==> src/inc/cigm_regs.vh <==
// Purpose: register offsets, field positions and reset values for the
//          interrupt gating and machine-check slice
// Assumes: 32-bit registers, one aligned word per register
// Notes:   included by logic/cigm_top.v
`ifndef CIGM_REGS_VH
`define CIGM_REGS_VH

// ==========================================================================
// register byte offsets
`define CIGM_OFF_PREFIX     8'h00
`define CIGM_OFF_MSTATE     8'h04
`define CIGM_OFF_ESR        8'h08
`define CIGM_OFF_MCHECK_SYNDROME_REG       8'h0C
`define CIGM_OFF_TCR        8'h10
`define CIGM_OFF_IRQ_STAT   8'h14
`define CIGM_OFF_IRQ_MASK   8'h18
`define CIGM_OFF_VEC_OUT    8'h1C
`define CIGM_OFF_IVO_BASE   8'h40

// ==========================================================================
// machine state register bit positions
`define CIGM_MS_WE          18
`define CIGM_MS_CE          17
`define CIGM_MS_EE          15
`define CIGM_MS_ME          12
`define CIGM_MS_FE0         11
`define CIGM_MS_DE          9
`define CIGM_MS_FE1         8

// syndrome and timer control bit positions
`define CIGM_ESR_MCI        0
`define CIGM_MCHECK_SYNDROME_REG_MCS       0
`define CIGM_TCR_WRE        29

// ==========================================================================
// reset values
`define CIGM_RST_WORD       32'h0000_0000
`define CIGM_RST_MSTATE     32'h0000_0000

// interrupt status bits: taken, parity mcheck, wake
`define CIGM_IRQ_TAKEN      0
`define CIGM_IRQ_PARITY     1
`define CIGM_IRQ_WAKE       2

`endif

==> src/logic/cigm_top.v <==
// Purpose: interrupt gating, vector formation and machine-check status
// Assumes: all inputs synchronous to clk_sys_in
// Notes:   source ids 0..15 select the vector offset register used
//
// Function
// - low four bits of vector offsets ignored on write, zero on use
// - handler address high part comes from the vector prefix register
// - critical input and watchdog interrupts gated by critical enable
// - external, decrementer and fixed interval gated by external enable
// - debug interrupts gated by debug interrupt enable
// - with machine check enable set, machine checks become interrupts
// - machine check sets sticky flags even when disabled; software clears
// - reset clears syndrome and summary machine-check flags
// - watchdog reset enable cannot be cleared once set except by reset
// - cache parity errors vector to the machine check handler
// - wait state halts execution until an interrupt is taken
// - fp enabled program interrupts gated by the two fp mode bits
//
// ==========================================================================
// register map
//   0x00 vector prefix, upper half kept, lower half reads zero
//   0x04 machine state: wait, critical, external, mcheck, fp, debug enables
//   0x08 exception syndrome, write replaces, hardware mcheck bit wins
//   0x0C mcheck syndrome, write one to clear, hardware sets win
//   0x10 timer control, watchdog reset enable sticky until reset
//   0x14 interrupt status, write one to clear: taken, parity, wake
//   0x18 interrupt mask, same layout as status
//   0x1C last handler address, read only
//   0x40 sixteen vector offset words, one per source class
//
// hazards
//   a parity error only vectors while machine checks are enabled;
//   otherwise it is remembered in the syndrome bits for software
//   a set and a clear of one status bit in the same cycle keep the set,
//   so an event is never lost behind a software clear
//
// The address map and the plain strobed port were decided locally.
`timescale 1ns/10ps
`default_nettype none
`include "cigm_regs.vh"

module cigm_top #(
    parameter AW = 8                          // register address width
) (
    input  wire          clk_sys_in,          // core clock
    input  wire          rst_b_in,            // async reset, active low
    input  wire [AW-1:0] addr_in,             // register byte address
    input  wire [31:0]   wdata_in,            // register write data
    input  wire          wr_in,               // write strobe
    input  wire          rd_in,               // read strobe
    input  wire          crit_in,             // critical input request
    input  wire          wdog_in,             // watchdog timer exception
    input  wire          ext_in,              // external input request
    input  wire          dec_in,              // decrementer exception
    input  wire          fit_in,              // fixed interval timer exception
    input  wire          dbg_in,              // debug event
    input  wire          mchk_in,             // machine check exception
    input  wire          icache_par_in,       // icache parity error
    input  wire          dcache_par_in,       // dcache parity error
    input  wire          fp_exc_in,           // fp enabled exception
    output reg  [31:0]   rdata_out,           // read data, cycle after read
    output reg           take_out,            // interrupt taken, high the cycle after each cycle with an enabled request
    output reg  [31:0]   vector_out,          // handler address
    output reg           halt_out,            // instruction execution halted
    output reg           wdog_rst_en_out,     // watchdog reset enabled
    output reg           irq_out              // level interrupt to software
);

    // ======================================================================
    // class indices into the vector offset registers
    localparam [3:0] V_CRIT = 4'h0;
    localparam [3:0] V_MCHK = 4'h1;
    localparam [3:0] V_EXT  = 4'h4;
    localparam [3:0] V_PROG = 4'h6;
    localparam [3:0] V_DEC  = 4'hA;
    localparam [3:0] V_FIT  = 4'hB;
    localparam [3:0] V_WDOG = 4'hC;
    localparam [3:0] V_DBG  = 4'hF;

    // ======================================================================
    // state
    reg  [31:0] vector_prefix_reg;
    reg  [27:0] vector_offset_regs [0:15];    // bits 31:4 only
    reg  [31:0] machine_state_reg;
    reg  [31:0] exception_syndrome_reg;
    reg  [31:0] mcheck_syndrome_reg;
    reg  [31:0] timer_control_reg;
    reg  [2:0]  irq_stat;
    reg  [2:0]  irq_mask;
    integer     i;

    wire wr_pref  = wr_in && addr_in == `CIGM_OFF_PREFIX;
    wire wr_ms    = wr_in && addr_in == `CIGM_OFF_MSTATE;
    wire wr_esr   = wr_in && addr_in == `CIGM_OFF_ESR;
    wire wr_mcheck_syndrome_reg  = wr_in && addr_in == `CIGM_OFF_MCHECK_SYNDROME_REG;
    wire wr_tcr   = wr_in && addr_in == `CIGM_OFF_TCR;
    wire wr_stat  = wr_in && addr_in == `CIGM_OFF_IRQ_STAT;
    wire wr_mask  = wr_in && addr_in == `CIGM_OFF_IRQ_MASK;
    wire ivo_hit  = addr_in[AW-1:6] == (`CIGM_OFF_IVO_BASE >> 6);
    wire [3:0] ivo_idx = addr_in[5:2];

    // handler address: prefix upper half, offset lower half
    function [31:0] hand_addr;
        input [31:0] pref;
        input [27:0] off;
        begin
            hand_addr = {pref[31:16], off[11:0], 4'h0};
        end
    endfunction

    // ======================================================================
    // request gating by machine state enables
    wire ce  = machine_state_reg[`CIGM_MS_CE];
    wire ee  = machine_state_reg[`CIGM_MS_EE];
    wire de  = machine_state_reg[`CIGM_MS_DE];
    wire me  = machine_state_reg[`CIGM_MS_ME];
    wire fpm = machine_state_reg[`CIGM_MS_FE0] |
               machine_state_reg[`CIGM_MS_FE1];
    wire par = icache_par_in | dcache_par_in;
    wire mchk_any = mchk_in | par;
    wire g_mchk = mchk_any & me;
    wire g_crit = crit_in & ce;
    wire g_wdog = wdog_in & ce;
    wire g_ext  = ext_in & ee;
    wire g_dec  = dec_in & ee;
    wire g_fit  = fit_in & ee;
    wire g_dbg  = dbg_in & de;
    wire g_prog = fp_exc_in & fpm;

    // priority select: machine check first, debug last
    reg       next_take;
    reg [3:0] next_sel;
    always @* begin
        next_take = 1'b1;
        next_sel  = V_MCHK;
        if (g_mchk) begin
            next_sel = V_MCHK;
        end else if (g_crit) begin
            next_sel = V_CRIT;
        end else if (g_wdog) begin
            next_sel = V_WDOG;
        end else if (g_ext) begin
            next_sel = V_EXT;
        end else if (g_prog) begin
            next_sel = V_PROG;
        end else if (g_dec) begin
            next_sel = V_DEC;
        end else if (g_fit) begin
            next_sel = V_FIT;
        end else if (g_dbg) begin
            next_sel = V_DBG;
        end else begin
            next_take = 1'b0;
        end
    end

    // ======================================================================
    // mcheck syndrome next value: clear first, then hardware sets on top
    // so a clear of one bit never undoes an unrelated or same-cycle set
    reg [31:0] next_mcheck_syndrome_reg;
    always @* begin
        next_mcheck_syndrome_reg = mcheck_syndrome_reg;
        if (wr_mcheck_syndrome_reg) begin
            next_mcheck_syndrome_reg = next_mcheck_syndrome_reg & ~wdata_in;
        end
        if (mchk_any) begin
            next_mcheck_syndrome_reg[`CIGM_MCHECK_SYNDROME_REG_MCS] = 1'b1;
            next_mcheck_syndrome_reg[1] = next_mcheck_syndrome_reg[1] | icache_par_in;
            next_mcheck_syndrome_reg[2] = next_mcheck_syndrome_reg[2] | dcache_par_in;
        end
    end

    // ======================================================================
    // registers written by software; hardware sets win over clears
    always @(posedge clk_sys_in or negedge rst_b_in) begin
        if (!rst_b_in) begin
            vector_prefix_reg      <= `CIGM_RST_WORD;
            machine_state_reg      <= `CIGM_RST_MSTATE;
            exception_syndrome_reg <= `CIGM_RST_WORD;
            mcheck_syndrome_reg    <= `CIGM_RST_WORD;
            timer_control_reg      <= `CIGM_RST_WORD;
            irq_stat               <= 3'h0;
            irq_mask               <= 3'h0;
            for (i = 0; i < 16; i = i + 1) begin
                vector_offset_regs[i] <= 28'h0000000;
            end
        end else begin
            if (wr_pref) begin
                vector_prefix_reg <= {wdata_in[31:16], 16'h0000};
            end
            if (wr_in && ivo_hit) begin
                vector_offset_regs[ivo_idx] <= wdata_in[31:4];
            end
            // wait bit drops when an interrupt is taken
            if (wr_ms) begin
                machine_state_reg <= wdata_in;
            end else if (next_take) begin
                machine_state_reg[`CIGM_MS_WE] <= 1'b0;
            end
            // syndrome flags: only software writes clear them
            if (wr_esr) begin
                exception_syndrome_reg <= wdata_in;
            end
            if (mchk_any) begin
                exception_syndrome_reg[`CIGM_ESR_MCI] <= 1'b1;
            end
            mcheck_syndrome_reg <= next_mcheck_syndrome_reg;
            // watchdog reset enable is sticky until reset
            if (wr_tcr) begin
                timer_control_reg <= wdata_in |
                    (timer_control_reg & (32'h1 << `CIGM_TCR_WRE));
            end
            if (wr_mask) begin
                irq_mask <= wdata_in[2:0];
            end
            irq_stat <= (irq_stat & ~({3{wr_stat}} & wdata_in[2:0])) |
                        {machine_state_reg[`CIGM_MS_WE] & next_take,
                         par, next_take};
        end
    end

    // ======================================================================
    // outputs and read port, all registered
    always @(posedge clk_sys_in or negedge rst_b_in) begin
        if (!rst_b_in) begin
            rdata_out       <= 32'h0000_0000;
            take_out        <= 1'b0;
            vector_out      <= 32'h0000_0000;
            halt_out        <= 1'b0;
            wdog_rst_en_out <= 1'b0;
            irq_out         <= 1'b0;
        end else begin
            take_out   <= next_take;
            if (next_take) begin
                vector_out <= hand_addr(vector_prefix_reg,
                                        vector_offset_regs[next_sel]);
            end
            halt_out <= machine_state_reg[`CIGM_MS_WE] & ~next_take;
            wdog_rst_en_out <= timer_control_reg[`CIGM_TCR_WRE];
            irq_out  <= |(irq_stat & irq_mask);
            rdata_out <= 32'h0000_0000;
            if (rd_in) begin
                if (ivo_hit) begin
                    rdata_out <= {vector_offset_regs[ivo_idx], 4'h0};
                end else begin
                    case (addr_in)
                        `CIGM_OFF_PREFIX:   rdata_out <= vector_prefix_reg;
                        `CIGM_OFF_MSTATE:   rdata_out <= machine_state_reg;
                        `CIGM_OFF_ESR:      rdata_out <= exception_syndrome_reg;
                        `CIGM_OFF_MCHECK_SYNDROME_REG:     rdata_out <= mcheck_syndrome_reg;
                        `CIGM_OFF_TCR:      rdata_out <= timer_control_reg;
                        `CIGM_OFF_IRQ_STAT: rdata_out <= {29'h0, irq_stat};
                        `CIGM_OFF_IRQ_MASK: rdata_out <= {29'h0, irq_mask};
                        `CIGM_OFF_VEC_OUT:  rdata_out <= vector_out;
                        default:            rdata_out <= 32'h0000_0000;
                    endcase
                end
            end
        end
    end

endmodule // cigm_top
`default_nettype wire

==> config.mk <==
export PLATFORM = sky130hd
export DESIGN_NAME = cigm_top
export DESIGN_NICKNAME = d
export VERILOG_FILES = /design/src/logic/cigm_top.v
export VERILOG_INCLUDE_DIRS = /design/src /design/src/inc
export SDC_FILE = /design/constraint.sdc
export NUM_CORES = 1
export LEC_CHECK = 0
export ABC_AREA = 0
export BUFFER_PORTS_ARGS = -buffer_cell sky130_fd_sc_hd__clkbuf_2
export CORE_MARGIN = 2
export CORE_UTILIZATION = 64
export DETAILED_ROUTE_END_ITERATION = 16
export GPL_ROUTABILITY_DRIVEN = 1
export PLACE_DENSITY = 0.94
export SETUP_SLACK_MARGIN = 0.4
export SYNTH_ARGS = -nofsm -noshare
export SYNTH_HDL_FRONTEND = slang
export SYNTH_SLANG_ARGS = --single-unit
==> constraint.sdc <==
create_clock -name clk_sys_in -period 5.72 [get_ports clk_sys_in]
set_input_delay 0.572 -clock clk_sys_in [delete_from_list [all_inputs] [get_ports clk_sys_in]]
set_output_delay 0.572 -clock clk_sys_in [all_outputs]
set_load 0.01 [all_outputs]
==> metrics.cfg <==
[power]
irDropWorstVdd_uv=222.2
leakage_nw=15.51
powerDensity_nw_per_um2=352.5

[clock_tree]
post_cts_buffers=0
clockBufferDepth=3
clk_pin_slew_worst_paths_ps=70
cts_buffers=67
clock_latency_ps=620
h-tree-depth=3
cts_hold_buf=0
cts-resized-gates=0
cts_sinks=662
clock-root-buffer=clkbuf_16
cts_tree=yes

[die]
die_h_um=222.3
row_count=79
placeableCoreArea_um2=46750
die-area_um2=49410
pin_count=122
initial_core_util_pct=65.22
dieWidth_um=222.3

[yosys]
ys_types=57
synth.most_common_cell=dfrtp_1
synth.cell_area_um2=30490
synthArstFlopShare_pct=100.0
ys_seq_area_share_pct=54.33
yosysTopAreaCell=dfrtp_1
synth_flop_cell=dfrtp_1
synthTopCellsByArea=dfrtp_1, mux2_2, mux4_2
ys_ff_latch=662
syn_inst=2120
syn_area_per_cell_um2=14.38
synth_top_area_share_pct=54.33
synth_edf_count=0
synth_common_cells=dfrtp_1, mux2_2, mux4_2
yosysWarnings=0

[global_route]
first_global_vias=22690
track_usage_pct=37.07
grt_first_pass_wirelength_um=137600
grt_max_degree=141
antenna_found_initial=4
grt_remaining_overflow=0

[cells_and_area]
fin_nets=2195
largest_reg_flops=448
areaGrowthSynthToFinish_pct=9.869
drive_gt1_share_pct=45.40
largest_register=vector_offset_regs

[route]
drt_pass1_iterations=8
vias_per_cell=7.646
avgRoutedWirePerCell_um=32.36
vias=21380
drc=0
ant_nets=0
wl_um=90480
drt_iter0_drc=3253

[setup_path]
worst-endpoint-arrival_ps=4380
critPathKind=reg2reg
cp_max_fo=17
required_ps=6240
critPathCaptureType=flip-flop
cp-start-kind=flip-flop
r2r_slack_ps=1860

[sta]
hold_viol=0
relSlewSlack_pct=-6.913
fin_ws_ps=1859
fmax_ghz=0.2590
period_minus_slack_ps=3861
finalCritPeriodShare_pct=67.50
finClkSkew_ps=21.99
slew_violations=14
setup_viol=0
tns_ps=0
worst_pin_slew_ps=1593
rsz0062_at_grt=false

[hold_path]
hold_path_class=in2async

[place]
pre_cts_ws_ps=1943
io_buffers=117
place_congestion=0.9050
hpwl_um=49330

[status]
violations=max-capacitance violations, max-slew violations
outcome=finished with violations

[job]
cap_violations=1

[per-layer routing]
metal | global-route usage [%] | share of wire, % | vias to the layer above
li1 | - | - | 7892
met3 | 12.91 | 13 | 619
met1 | 46.36 | 34 | 10850
met2 | 55.13 | 45 | 2015
met4 | 24.67 | 7.3 | 2
met5 | 0.09775 | 0.012 | -
[per-stage QoR]
step	cells	total power [mW]	cell area, um^2	utilization, %	hold slack [ps]
2_1_floorplan	2123	6.551	30500	-	276.4
3_3_place_gp	2679	7.053	31280	66.91	400.3
4_1_cts	2794	11.68	33500	71.64	113.5
3_5_place_dp	2679	7.211	31280	66.91	407.7
6_report	2796	11.81	33500	71.65	28.03
5_1_grt	2796	12.07	33500	71.65	142.6
[critical path, cell delays in order (launching register included)]
cell and delay, ps:
dfrtp_1 390, o21a_1 200, buf_4 210, o21ai_1 1240, and3_1 1030, o221ai_1 360
o211ai_1 300
[cell type report]
type	count	area (um^2)
sequential	662	16570
fill	2469	13250
multi-input combinational	1246	12990
clock buffer	107	2125
timing repair buffer	148	905.9
tap	607	759.5
clock inverter	8	90.09
inverter	16	60.06
antenna	2	5.005
[path summary, 6_finish.rpt]
| check | to | startpoint | cells past startpoint |
|---|---|---|---|
| setup / recovery | vector_out[7] | machine_state_reg[8] | 6 |
| hold / removal | vector_offset_regs[231] | rst_b_in | 1 |
| setup reg to reg | vector_out[7] | machine_state_reg[8] | 6 |
| hold reg to reg | wdog_rst_en_out | timer_control_reg[29] | 0 |
| max in group asynchronous | vector_offset_regs[229] | rst_b_in | 2 |
| min in group clk_sys_in | mcheck_syndrome_reg[3] | wdata_in[3] | 2 |
[cell usage in the layout, fill, tap and decap left out, types with 17 or more instances in the layout]
cell / instances
mux4_2: 146
a21boi_0: 29
nand2_1: 144
mux2_2: 575
a22oi_1: 24
buf_4: 26
a31oi_1: 28
dfrtp_1: 662
clkbuf_1: 17
o211ai_1: 22
o221ai_1: 22
clkbuf_16: 73
and3_1: 17
clkbuf_2: 113
o21ai_0: 41
nand3_1: 24
nor2_1: 27
clkbuf_8: 18
[kinds of logic after synthesis]
family / synth area share, %
and+or+nand+nor: 4.067
buffers and inverters: 3.365
muxes: 32.62
DFF: 54.33
AOI/OAI and AO/OA: 5.609
other: 0.01230
[report_power, final]
| group | internal, mW | switching [mW] |
|---|---|---|
| Clock | 2.63 | 1.87 |
| Combinational | 0.787 | 0.833 |
| Sequential | 5.21 | 0.483 |
| Total | 8.63 | 3.18 |
Power figures use the tool's default switching activity.
